[src/comm_sup_pkg.sv]
package comm_sup_pkg;

  // Register map, word offsets on the plain register port
  localparam logic [3:0] ADDR_WAIT = 4'h0;
  localparam logic [3:0] ADDR_COUNT = 4'h1;
  localparam logic [3:0] ADDR_POLICY = 4'h2;
  localparam logic [3:0] ADDR_STATUS = 4'h3;
  localparam logic [3:0] ADDR_HIST = 4'h4;
  localparam logic [3:0] ADDR_CMD = 4'h5;

  // Status field positions
  localparam int ST_ALARM = 0;
  localparam int ST_LINE_IND = 1;
  localparam int ST_OPT_IND = 2;
  localparam int ST_RECOG = 3;
  localparam int ST_MINOR = 4;
  localparam int ST_RESTART = 5;
  localparam int ST_STATE_LO = 8;

  // Reset values
  localparam logic [13:0] WAIT_RST = 14'h0000;
  localparam logic [15:0] COUNT_RST = 16'h0000;
  localparam logic [1:0] POLICY_RST = 2'h0;

  // Setting limits
  localparam logic [13:0] WAIT_MAX = 14'h270E; // 9998 steps = 999.8 s

  // Alarm data codes
  localparam logic [7:0] CODE_LINE = 8'hA1;
  localparam logic [7:0] CODE_OPT = 8'hF1;
  localparam logic [7:0] CODE_NONE = 8'h00;

  // Timing
  localparam int CLK_HZ = 10_000_000;
  localparam int WAIT_STEP_MS = 100;
  localparam int STEP_CYCLES = CLK_HZ / 1000 * WAIT_STEP_MS;
  localparam int SAVE_PERIOD_S = 3600;
  localparam longint SAVE_CYCLES = longint'(CLK_HZ) * SAVE_PERIOD_S;

  typedef enum logic [2:0] {
    S_RUN,
    S_WAIT,
    S_COAST,
    S_DECEL,
    S_STOPPED,
    S_CONT
  } sup_state_t;

  // Drive command bundle
  typedef struct packed {
    logic run;
    logic [15:0] speed;
  } drive_cmd_t;

  // Register port request
  typedef struct packed {
    logic [3:0] addr;
    logic [15:0] wdata;
    logic wr;
    logic rd;
  } reg_req_t;

endpackage

[src/comm_error_supervisor.sv]
// How it works
// - Supervision acts only while network operation mode is selected.
// - Line fault becomes an error only after persisting the programmed wait.
// - Recovery before the wait expires leaves operation and indication normal.
// - Error count rises by one at every line fault onset.
// - Writing zero clears the count; other written values are ignored.
// - Count copied to nonvolatile store hourly; reset restores saved value.
// - Stop policy accepts 0 to 3 only and resets to 0.
// - Line error action: coast+alarm, decel+alarm, decel, or continue.
// - Option fault: coast for policies 0,3; decelerate then alarm for 1,2.
// - On fault clear: 0,1 stay stopped; 2 restarts; 3 continues.
// - Policy 2 restart reuses the run and speed command before the fault.
// - Policy 2 line recovery during deceleration restarts acceleration at once.
// - Fault deceleration and restart use ordinary ramp times.
// - Line fault reports code A1 hex, option fault code F1 hex.
// - Alarm drives the fault output pin and a status alarm bit.
// - Alarmed faults enter history; others only overlay the latest entry.
// - After a non-alarmed fault clears, indication and history restore.
// - Line fault in network mode also stops data communication.
//
// Decided for this implementation: the register addresses and the address-and-strobe port.
`timescale 1ns/1ns
`default_nettype none

module comm_error_supervisor #(
  parameter int STEP_CYC = comm_sup_pkg::STEP_CYCLES,
  parameter longint SAVE_CYC = comm_sup_pkg::SAVE_CYCLES
) (
  input wire logic ref_clk,
  input wire logic nrst,
  input wire comm_sup_pkg::reg_req_t req,
  output logic [15:0] rdata,
  input wire logic net_mode,
  input wire logic line_fault_pin,
  input wire logic opt_fault_pin,
  input wire comm_sup_pkg::drive_cmd_t cmd_in,
  input wire logic stopped,
  input wire logic [15:0] nv_count,
  output comm_sup_pkg::drive_cmd_t cmd_out,
  output logic coast_req,
  output logic decel_req,
  output logic restart_req,
  output logic comm_stop,
  output logic fault_output_signal,
  output logic line_fault_indication,
  output logic opt_fault_indication,
  output logic [7:0] alarm_code,
  output logic [7:0] history_disp,
  output logic nv_save,
  output logic [15:0] nv_save_data
);

  // Counter widths below fix the largest timing counts that can be served
  if (STEP_CYC < 1 || SAVE_CYC < 1) begin : g_bad_timing
    $error("Timing counts must be at least one cycle");
  end
  if (SAVE_CYC > 64'h0000_03FF_FFFF_FFFF) begin : g_save_too_long
    $error("Save period exceeds the 42-bit save counter");
  end

  typedef struct packed {
    logic [1:0] line_sy;
    logic [1:0] opt_sy;
    logic [1:0] mode_sy;
    comm_sup_pkg::drive_cmd_t cmd_d1;
    comm_sup_pkg::drive_cmd_t cmd_d2;
    logic line_prev;
    logic loaded;
    logic [13:0] wait_ff;
    logic [15:0] count;
    logic [1:0] policy;
    comm_sup_pkg::sup_state_t st;
    logic [31:0] step_cnt;
    logic [13:0] steps;
    logic [41:0] save_cnt;
    logic opt_err;
    comm_sup_pkg::drive_cmd_t held;
    comm_sup_pkg::drive_cmd_t cmd;
    logic coast;
    logic decel;
    logic restart;
    logic cstop;
    logic alarm;
    logic line_ind;
    logic opt_ind;
    logic [7:0] code;
    logic [7:0] hist;
    logic [7:0] hist_saved;
    logic save;
    logic [15:0] rdata;
  } state_t;

  state_t cur_ff;
  state_t nxt_cur;

  logic line_f;
  logic opt_f;
  logic expired;

  // Policy-2 line faults are the only ones that may restart the drive
  function automatic logic may_restart(logic [7:0] code, logic [1:0] pol);
    return code == comm_sup_pkg::CODE_LINE && pol == 2'h2;
  endfunction

  // Mode is a pin level too, so it rides the same two-flop delay
  assign line_f = cur_ff.line_sy[1] & cur_ff.mode_sy[1];
  assign opt_f = cur_ff.opt_sy[1] & cur_ff.mode_sy[1];
  // Zero wait expires immediately, no counting needed
  assign expired = (cur_ff.wait_ff == 14'h0000) ||
                   (cur_ff.steps >= cur_ff.wait_ff);

  // Whole supervisor: sync, registers, fault sequencing
  always_comb begin
    nxt_cur = cur_ff;
    nxt_cur.line_sy = {cur_ff.line_sy[0], line_fault_pin};
    nxt_cur.opt_sy = {cur_ff.opt_sy[0], opt_fault_pin};
    nxt_cur.mode_sy = {cur_ff.mode_sy[0], net_mode};
    // Command delayed as long as the fault synchroniser, so a bad frame
    // arriving with the cut never reaches the held copy
    nxt_cur.cmd_d1 = cmd_in;
    nxt_cur.cmd_d2 = cur_ff.cmd_d1;
    nxt_cur.line_prev = line_f;
    nxt_cur.save = 1'b0;
    nxt_cur.restart = 1'b0;

    // Restore the saved count once, right after reset release
    if (!cur_ff.loaded) begin
      nxt_cur.loaded = 1'b1;
      nxt_cur.count = nv_count;
    end

    // Onset counting happens even if the wait later forgives it
    if (line_f && !cur_ff.line_prev) begin
      nxt_cur.count = cur_ff.count + 16'h0001;
    end

    // Hourly copy to the nonvolatile store
    // Only the count is saved; a reset between copies loses recent onsets
    if (cur_ff.save_cnt >= 42'(SAVE_CYC - 1)) begin
      nxt_cur.save_cnt = '0;
      nxt_cur.save = 1'b1;
    end else begin
      nxt_cur.save_cnt = cur_ff.save_cnt + 42'h1;
    end

    // Register writes; clear wins over a same-cycle onset only by zero write
    if (req.wr) begin
      case (req.addr)
        comm_sup_pkg::ADDR_WAIT: begin
          if (req.wdata[13:0] <= comm_sup_pkg::WAIT_MAX &&
              req.wdata[15:14] == 2'h0) begin
            nxt_cur.wait_ff = req.wdata[13:0];
          end
        end
        comm_sup_pkg::ADDR_COUNT: begin
          if (req.wdata == 16'h0000) begin
            nxt_cur.count = 16'h0000;
          end
        end
        comm_sup_pkg::ADDR_POLICY: begin
          if (req.wdata[15:2] == 14'h0000) begin
            nxt_cur.policy = req.wdata[1:0];
          end
        end
        default: begin
        end
      endcase
    end

    // Read mux, data valid the cycle after the strobe
    nxt_cur.rdata = 16'h0000;
    if (req.rd) begin
      case (req.addr)
        comm_sup_pkg::ADDR_WAIT: nxt_cur.rdata = {2'h0, cur_ff.wait_ff};
        comm_sup_pkg::ADDR_COUNT: nxt_cur.rdata = cur_ff.count;
        comm_sup_pkg::ADDR_POLICY: nxt_cur.rdata = {14'h0, cur_ff.policy};
        comm_sup_pkg::ADDR_STATUS: begin
          nxt_cur.rdata[comm_sup_pkg::ST_ALARM] = cur_ff.alarm;
          nxt_cur.rdata[comm_sup_pkg::ST_LINE_IND] = cur_ff.line_ind;
          nxt_cur.rdata[comm_sup_pkg::ST_OPT_IND] = cur_ff.opt_ind;
          nxt_cur.rdata[comm_sup_pkg::ST_RECOG] = cur_ff.st != 
              comm_sup_pkg::S_RUN && cur_ff.st != comm_sup_pkg::S_WAIT;
          nxt_cur.rdata[comm_sup_pkg::ST_MINOR] =
              cur_ff.st == comm_sup_pkg::S_CONT;
          nxt_cur.rdata[comm_sup_pkg::ST_STATE_LO +: 3] = cur_ff.st;
        end
        comm_sup_pkg::ADDR_HIST: nxt_cur.rdata = {cur_ff.hist_saved,
                                                  cur_ff.hist};
        default: nxt_cur.rdata = 16'h0000;
      endcase
    end

    // Option fault latches; only reset removes it
    if (opt_f) begin
      nxt_cur.opt_err = 1'b1;
    end

    // Step timer runs only while waiting
    // Starting from zero on every entry keeps a glitch from shortening it
    if (cur_ff.st == comm_sup_pkg::S_WAIT) begin
      if (cur_ff.step_cnt >= 32'(STEP_CYC - 1)) begin
        nxt_cur.step_cnt = '0;
        nxt_cur.steps = cur_ff.steps + 14'h1;
      end else begin
        nxt_cur.step_cnt = cur_ff.step_cnt + 32'h1;
      end
    end else begin
      nxt_cur.step_cnt = '0;
      nxt_cur.steps = '0;
    end

    // Track the live command in run, wait and continue; restart replays the held copy
    if (cur_ff.st == comm_sup_pkg::S_RUN || cur_ff.st == comm_sup_pkg::S_WAIT ||
        cur_ff.st == comm_sup_pkg::S_CONT) begin
      nxt_cur.cmd = cmd_in;
    end
    // Held copy freezes once the line is seen bad; the cost is a restart
    // that replays a command up to two cycles old
    if (cur_ff.st == comm_sup_pkg::S_RUN && !line_f) begin
      nxt_cur.held = cur_ff.cmd_d2;
    end

    nxt_cur.cstop = line_f;

    // Fault sequencing
    case (cur_ff.st)
      comm_sup_pkg::S_RUN, comm_sup_pkg::S_WAIT: begin
        if (opt_f || cur_ff.opt_err) begin
          nxt_cur.code = comm_sup_pkg::CODE_OPT;
          if (cur_ff.policy == 2'h0 || cur_ff.policy == 2'h3) begin
            nxt_cur.st = comm_sup_pkg::S_COAST;
          end else begin
            nxt_cur.st = comm_sup_pkg::S_DECEL;
          end
        end else if (line_f && expired) begin
          nxt_cur.code = comm_sup_pkg::CODE_LINE;
          case (cur_ff.policy)
            2'h0: nxt_cur.st = comm_sup_pkg::S_COAST;
            2'h1, 2'h2: nxt_cur.st = comm_sup_pkg::S_DECEL;
            default: nxt_cur.st = comm_sup_pkg::S_CONT;
          endcase
          // Unalarmed line faults only overlay the history
          if (cur_ff.policy[1]) begin
            nxt_cur.hist = comm_sup_pkg::CODE_LINE;
          end
        end else if (line_f) begin
          nxt_cur.st = comm_sup_pkg::S_WAIT;
        end else begin
          nxt_cur.st = comm_sup_pkg::S_RUN;
        end
      end
      comm_sup_pkg::S_DECEL: begin
        // Ordinary ramp time is applied by the drive itself
        nxt_cur.decel = 1'b1;
        if (may_restart(cur_ff.code, cur_ff.policy) && !line_f &&
            !cur_ff.opt_err) begin
          nxt_cur.decel = 1'b0;
          nxt_cur.restart = 1'b1;
          nxt_cur.cmd = cur_ff.held;
          nxt_cur.hist = cur_ff.hist_saved;
          nxt_cur.code = comm_sup_pkg::CODE_NONE;
          nxt_cur.st = comm_sup_pkg::S_RUN;
        end else if (stopped) begin
          nxt_cur.st = comm_sup_pkg::S_STOPPED;
        end
      end
      comm_sup_pkg::S_COAST: begin
        nxt_cur.coast = 1'b1;
        nxt_cur.st = comm_sup_pkg::S_STOPPED;
      end
      comm_sup_pkg::S_STOPPED: begin
        nxt_cur.cmd.run = 1'b0;
        // An option fault arriving during a line stop takes over the cause only while no alarm is latched
        if (cur_ff.opt_err && !cur_ff.alarm) begin
          nxt_cur.code = comm_sup_pkg::CODE_OPT;
        end
        if (may_restart(cur_ff.code, cur_ff.policy) && !line_f &&
            !cur_ff.opt_err) begin
          nxt_cur.decel = 1'b0;
          nxt_cur.restart = 1'b1;
          nxt_cur.cmd = cur_ff.held;
          nxt_cur.hist = cur_ff.hist_saved;
          nxt_cur.code = comm_sup_pkg::CODE_NONE;
          nxt_cur.st = comm_sup_pkg::S_RUN;
        end
      end
      comm_sup_pkg::S_CONT: begin
        if (opt_f) begin
          nxt_cur.st = comm_sup_pkg::S_COAST;
          nxt_cur.code = comm_sup_pkg::CODE_OPT;
        end else if (!line_f) begin
          nxt_cur.hist = cur_ff.hist_saved;
          nxt_cur.code = comm_sup_pkg::CODE_NONE;
          nxt_cur.st = comm_sup_pkg::S_RUN;
        end
      end
      default: nxt_cur.st = comm_sup_pkg::S_RUN;
    endcase

    // Alarm: coast at once, decel policy after the stop
    if (!cur_ff.alarm) begin
      if ((cur_ff.st == comm_sup_pkg::S_COAST) ||
          (cur_ff.st == comm_sup_pkg::S_STOPPED &&
           !may_restart(cur_ff.code, cur_ff.policy))) begin
        nxt_cur.alarm = 1'b1;
        nxt_cur.line_ind = cur_ff.code == comm_sup_pkg::CODE_LINE;
        nxt_cur.opt_ind = cur_ff.code == comm_sup_pkg::CODE_OPT;
        nxt_cur.hist = cur_ff.code;
        nxt_cur.hist_saved = cur_ff.code;
      end
    end
    if (nxt_cur.st != comm_sup_pkg::S_DECEL) begin
      nxt_cur.decel = 1'b0;
    end
  end

  // State register, constants only under reset
  always_ff @(posedge ref_clk or negedge nrst) begin
    if (!nrst) begin
      cur_ff <= '0;
      cur_ff.wait_ff <= comm_sup_pkg::WAIT_RST;
      cur_ff.count <= comm_sup_pkg::COUNT_RST;
      cur_ff.policy <= comm_sup_pkg::POLICY_RST;
      cur_ff.st <= comm_sup_pkg::S_RUN;
    end else begin
      cur_ff <= nxt_cur;
    end
  end

  assign rdata = cur_ff.rdata;
  assign cmd_out = cur_ff.cmd;
  assign coast_req = cur_ff.coast;
  assign decel_req = cur_ff.decel;
  assign restart_req = cur_ff.restart;
  assign comm_stop = cur_ff.cstop;
  assign fault_output_signal = cur_ff.alarm;
  assign line_fault_indication = cur_ff.line_ind;
  assign opt_fault_indication = cur_ff.opt_ind;
  assign alarm_code = cur_ff.code;
  assign history_disp = cur_ff.hist;
  assign nv_save = cur_ff.save;
  assign nv_save_data = cur_ff.count;

endmodule // comm_error_supervisor

`default_nettype wire

[config.mk]
export PLATFORM = sky130hd
export DESIGN_NAME = comm_error_supervisor
export DESIGN_NICKNAME = d
export VERILOG_FILES = /design/src/comm_sup_pkg.sv /design/src/comm_error_supervisor.sv
export SDC_FILE = /design/constraint.sdc
export NUM_CORES = 1
export LEC_CHECK = 0
export BUFFER_PORTS_ARGS = -buffer_cell sky130_fd_sc_hd__clkbuf_2
export CELL_PAD_IN_SITES_DETAIL_PLACEMENT = 1
export CELL_PAD_IN_SITES_GLOBAL_PLACEMENT = 2
export CORE_MARGIN = 4
export CORE_UTILIZATION = 39
export CTS_BUF_LIST = sky130_fd_sc_hd__clkbuf_8
export DETAILED_ROUTE_END_ITERATION = 8
export HOLD_SLACK_MARGIN = 0.1
export PLACE_DENSITY_LB_ADDON = 0.3
export SKIP_LAST_GASP = 1
export SLEW_MARGIN = 30
export SYNTH_ARGS = -nofsm -noshare
export SYNTH_HDL_FRONTEND = slang
export SYNTH_SLANG_ARGS = --single-unit
export TNS_END_PERCENT = 30
[constraint.sdc]
create_clock -name ref_clk -period 2.4 [get_ports ref_clk]
set_input_delay 0.12 -clock ref_clk [delete_from_list [all_inputs] [get_ports ref_clk]]
set_output_delay 0.12 -clock ref_clk [all_outputs]
set_load 0.02 [all_outputs]
* After elaboration in Yosys (flattened, before gate mapping)
Cells that the tools add are included.
Storage, ports and cells: flip-flop bits (word level) 247, logic and storage cells 154
Cells by class: bitwise logic cells 3, reduce and logical (&&, ||, !) cells 38, add/subtract/negate cells 4, mux-type cells 51, order comparisons 4, equality and inequality tests 22
Operator list (count):
- 2-to-1 mux 16 bit | 11
- one-hot mux 16 bit (4 select lines) | 1
- 2-to-1 mux 17 bit | 3
- 2-to-1 mux 8 bit | 6
- 2-to-1 mux 46 bit | 1
- adder 42 x 1 -> 42 bit (second input constant) | 1
- greater-or-equal comparator 42 x 36 -> 1 bit (second input constant) | 1
- 2-to-1 mux 42 bit | 1
- one-hot mux 17 bit (2 select lines) | 1
- adder 32 x 1 -> 32 bit (second input constant) | 1
- greater-or-equal comparator 32 x 20 -> 1 bit (second input constant) | 1
- 2-to-1 mux 32 bit | 1
- zero test 14 bit | 2
- 2-to-1 mux 3 bit | 9
- one-hot mux 5 bit (5 select lines) | 1
- 2-to-1 mux 18 bit | 1
- adder 16 x 1 -> 16 bit (second input constant) | 1
- equality test 8 bit (second input constant) | 2
- zero test 16 bit | 1
- one-hot mux 3 bit (5 select lines) | 1
- one-hot mux 5 bit (3 select lines) | 1
- adder 14 x 1 -> 14 bit (second input constant) | 1
- greater-or-equal comparator 14 bit | 1
- less-or-equal comparator 14 bit (second input constant) | 1
- 34 further kinds | 71

* Depth between registers and ports, before layout
word-level depth 9, mapped depth 9, mapped depth without buffers 8

* Worst setup path after synthesis
OpenSTA, ideal clock, no wires.
path type register -> register, start register cur_ff[83] (netlist name), end register cur_ff[102] (netlist name), cell stages (with the launch flop) 10, slack 0.246 ns, path buffers 2, period minus slack after synthesis 2.154 ns, arrival 2.035 ns, cells stage by stage dfrtp_1 -> ha_1 -> and4_2 -> and2_1 -> buf_6 -> a2111oi_2 -> or4b_4 -> a21oi_4 -> buf_6 -> nor2_1
RTL lines:
- start, declared | line comm_error_supervisor.sv:93 | state_t cur_ff;
- start signal, assigned | line comm_error_supervisor.sv:326 | cur_ff <= nxt_cur;

==> flow_summary_export.csv <==
group,metric,value,unit
clocking,clk_path_buf_depth,3,
global_route,grt_pass1_wl,47.0,mm
synthesis,synth_mux_area_frac,0.0562,
flow_run,maxCapViolCount,0,
sta,rsz0062_at_grt,"yes",
global_route,grt_max_degree,71,
layout,final_area,13600,um2
global_route,grt_overflow,0,
global_route,grt_pass1_vias,8989,
placement,routabilityCongestion,0.784,
synthesis,netlist-cell-type-count,69,
pwr,switching_share,0.245,
detailed_routing,vias,8381,
pwr,pwr-share-clk,0.444,
detailed_routing,drt_wl_total,28.7,mm
synthesis,synth_area,11000,um2
synthesis,synth-compound-area-share,0.0878,
clocking,cts_tree,"yes",
clocking,clock_latency,0.55,ns
floorplan,die_w,176,um
sta,hold_viol_final,0,
floorplan,dieArea,30900,um2
critical_path,reg2reg_depth,9,
sta,worst_slew_pin_slew,0.729,ns
critical_path,crit_type,"reg -> reg",
synthesis,synth_flop_cell,"dfrtp_1",
synthesis,synth_top_area_frac,0.536,
detailed_routing,ant_nets,0,
floorplan,core-area,27800,um2
synthesis,yosys_register_bits,235,
critical_path,endpoint_kind,"flop",
sta,fmax,435,MHz
sta,setup_viol,0,
sta,fin_skew,0.0270,ns
pwr,p_int,6.66,mW
synthesis,synth_xor_area_frac,0.0503,
critical_path,required,2.81,ns
global_route,grt_usage,0.186,
detailed_routing,drt_iter0_markers,433,
pwr,seqPwrFrac,0.472,
floorplan,start_util,0.395,
detailed_routing,wl_per_cell,17.2,um
placement,io_buffers,130,
critical_path,start_kind,"flop",
detailed_routing,via_per_inst,5.02,
pwr,p_switching,2.16,mW
global_route,grtUsageMet2,0.307,
layout,antennaDiodeCount,0,
floorplan,num_rows,61,
pwr,ir_drop,501,uV
synthesis,synth-async-reset-ratio,1.00,
placement,placed_cells_incl_taps,1530,
critical_path,cp_max_fo,8,
layout,fillers,3151,
sta,min_period,2.30,ns
layout,syn2layout_area_growth,24.4,%
global_route,busiest_layer,"met2",
min_path,hold_path_class,"in -> reg",
synthesis,synth_edf_count,0,
layout,fin_nets,1342,
clocking,cts_sinks,235,
pwr,p_leak,6.16,nW
critical_path,crit_chain,"inv_1, ha_1, nand2b_1, a2111oi_2, o211a_1, o211ai_1, buf_4, o21a_1, o21a_1",
run_status,status,"completed",
critical_path,slowest_stage,"a2111oi_2",
pwr,power.density,647,nW/um2
placement,dp_hpwl,19.8,mm
synthesis,synth_warnings,0,
clocking,cts-htree-levels,2,
synthesis,yosys.area_share.simple,0.176,
global_route,antenna_found_initial,0,
detailed_routing,dr.pass1.iters,5,
clocking,clkTransAtPathRegs,0.06,ns
layout,drive_above_1_share,0.252,
floorplan,io_pins,134,
detailed_routing,remaining_drc_errors,0,
sta,finalCritPeriodShare,0.959,
critical_path,cp_common_cell,"o21a_1",
synthesis,syn_inst,1031,
placement,place_area,12100,um2
critical_path,cp.arrival,2.71,ns
synthesis,synth_top_family_by_area,"simple AND/OR/NAND/NOR gates",
critical_path,cpPeakStageDelay,0.38,ns
pwr,power_frac_comb,0.083,
synthesis,seq_area_frac_synth,0.536,
layout,final_cells,1668,
clocking,cts_root_buffer,"clkbuf_8",
synthesis,avgSynthCellArea,10.6,um2
global_route,met3_usage,0.0338,
min_path,whs_path_depth,6,
clocking,numCtsBuffers,42,
synthesis,yosys.area.top_type,"dfrtp_1",
global_route,grtUsageMet1,0.253,
sta,relSlewSlack,0.512,
synthesis,synth_fa_ha_area_frac,0.0240,
floorplan,die_h,176,um
synthesis,synth.area.top_cells,"dfrtp_1, nor2_1, buf_4",
sta,drv_slew,0,
[critical path: cells and delay by family, from the launching register on]
kind / cells / cell delay [ns]
AO/OA/AOI/OAI: 5 / 1.16
adder cells (fa/ha/maj): 1 / 0.28
buffers and inverters: 2 / 0.24
flip-flops: 1 / 0.34
AND/OR/NAND/NOR: 1 / 0.16
[sequential cells by signal, summed over array words and instances (netlist names), 2 cells and up]
signal / cells
cmd_out: 17
cur_ff: 168
nv_save_data: 16
rdata: 16
history_disp: 8
alarm_code: 2
[path summary, 6_finish.rpt]
check / startpoint / end / slack [ns]
max in group asynchronous: nrst / cur_ff[204] / 0.35
min: req[16] / cur_ff[205] / 0.15
min reg2reg: cur_ff[230] / cur_ff[213] / 0.35
min in group asynchronous: nrst / cur_ff[133] / 0.61
max reg2reg: cur_ff[125] / history_disp[0] / 0.1
max: cur_ff[125] / history_disp[0] / 0.1
[Yosys cell counts (8+ instances only)]
| cell | number |
|---|---|
| xor2_1 | 36 |
| and4_1 | 8 |
| nor3_1 | 21 |
| and3_1 | 12 |
| nand3_1 | 36 |
| inv_1 | 26 |
| dfrtp_1 | 235 |
| mux2_2 | 36 |
| a21oi_1 | 32 |
| xnor2_1 | 27 |
| nor2_1 | 145 |
| buf_4 | 66 |
| clkbuf_1 | 22 |
| nand2_1 | 75 |
| o21ai_0 | 23 |
| nor2b_1 | 13 |
| nor4_1 | 19 |
| mux2i_1 | 21 |
| ha_1 | 21 |
| a221oi_1 | 9 |
| nand4_1 | 21 |
| a222oi_1 | 11 |
[cell usage in the layout, fill, tap and decap left out, types with 21 or more instances in the layout]
cell type      netlist  final
mux2i_1             21     21
inv_1               26     36
nand2_1             75     75
ha_1                21     21
clkbuf_2             0    129
nand3_1             36     36
mux2_2              36     36
clkbuf_8             0     58
xnor2_1             27     27
a21oi_1             32     32
buf_4               66     68
o21ai_0             23     23
nand4_1             21     21
conb_1               2     22
nor3_1              21     21
xor2_1              36     36
dlygate4sd3_1        0     63
dfrtp_1            235    235
nor2_1             145    144
[routing by layer]
layer / up-vias / wire length [um]
li1: 3989 / -
met1: 4170 / 13100
met2: 178 / 13700
met3: 44 / 1300
met4: 0 / 573
met5: - / 0
[power by group through the flow]
stage	combinational, mW	sequential, mW	clock [mW]
floorplan	0.330	4.22	0
global placement	0.639	4.23	0
detailed placement	0.653	4.23	0
CTS	0.740	4.16	4.07
global route	0.816	4.18	4.25
finish	0.736	4.17	3.92
[logic make-up (layout without fill, tap and decap cells)]
| group | after synthesis | in the layout |
|---|---|---|
| and+or+nand+nor | 393 | 393 |
| DFF | 235 | 235 |
| AOI/OAI and AO/OA | 135 | 135 |
| buffers and inverters | 125 | 364 |
| xor gates and xnor gates | 63 | 63 |
| muxes | 57 | 57 |
| adders and majority gates | 21 | 21 |
| other | 2 | 22 |
[area by class of cell]
cell class | instances | area, um2 | share of cell area
clock buffer | 58 | 798 | 0.0585
clock inverter | 16 | 101 | 0.00743
inverter | 26 | 97.6 | 0.00716
multi-input combinational | 691 | 4420 | 0.324
sequential | 235 | 5880 | 0.431
tap | 378 | 473 | 0.0347
timing repair buffer | 264 | 1860 | 0.137
[per-stage QoR]
step,hold WS (ns),TNS (ns),power [mW],utilization,worst slack (ns)
final,0.149,0,8.82,0.491,0.0989
after global routing,0.210,-0.200,9.25,0.491,-0.0659
after floorplan,-0.176,0,4.55,-,0.246
after detailed placement,0.0756,-0.0687,4.89,0.435,-0.0349
after CTS,0.100,0,8.98,0.491,0.0928
after global placement,0.0716,0,4.87,0.435,0.0688
[repair_timing]
item / 4_1_cts / 5_1_grt
pin swaps: 1 / 0
hold endpoints to repair: 315 / 0
resized for setup: 0 / 2
hold buffers: 63 / 0
endpoints found under the setup margin: 10 / 13
setup buffers: 1 / 0
No activity file was read; power rests on OpenSTA's default activity.
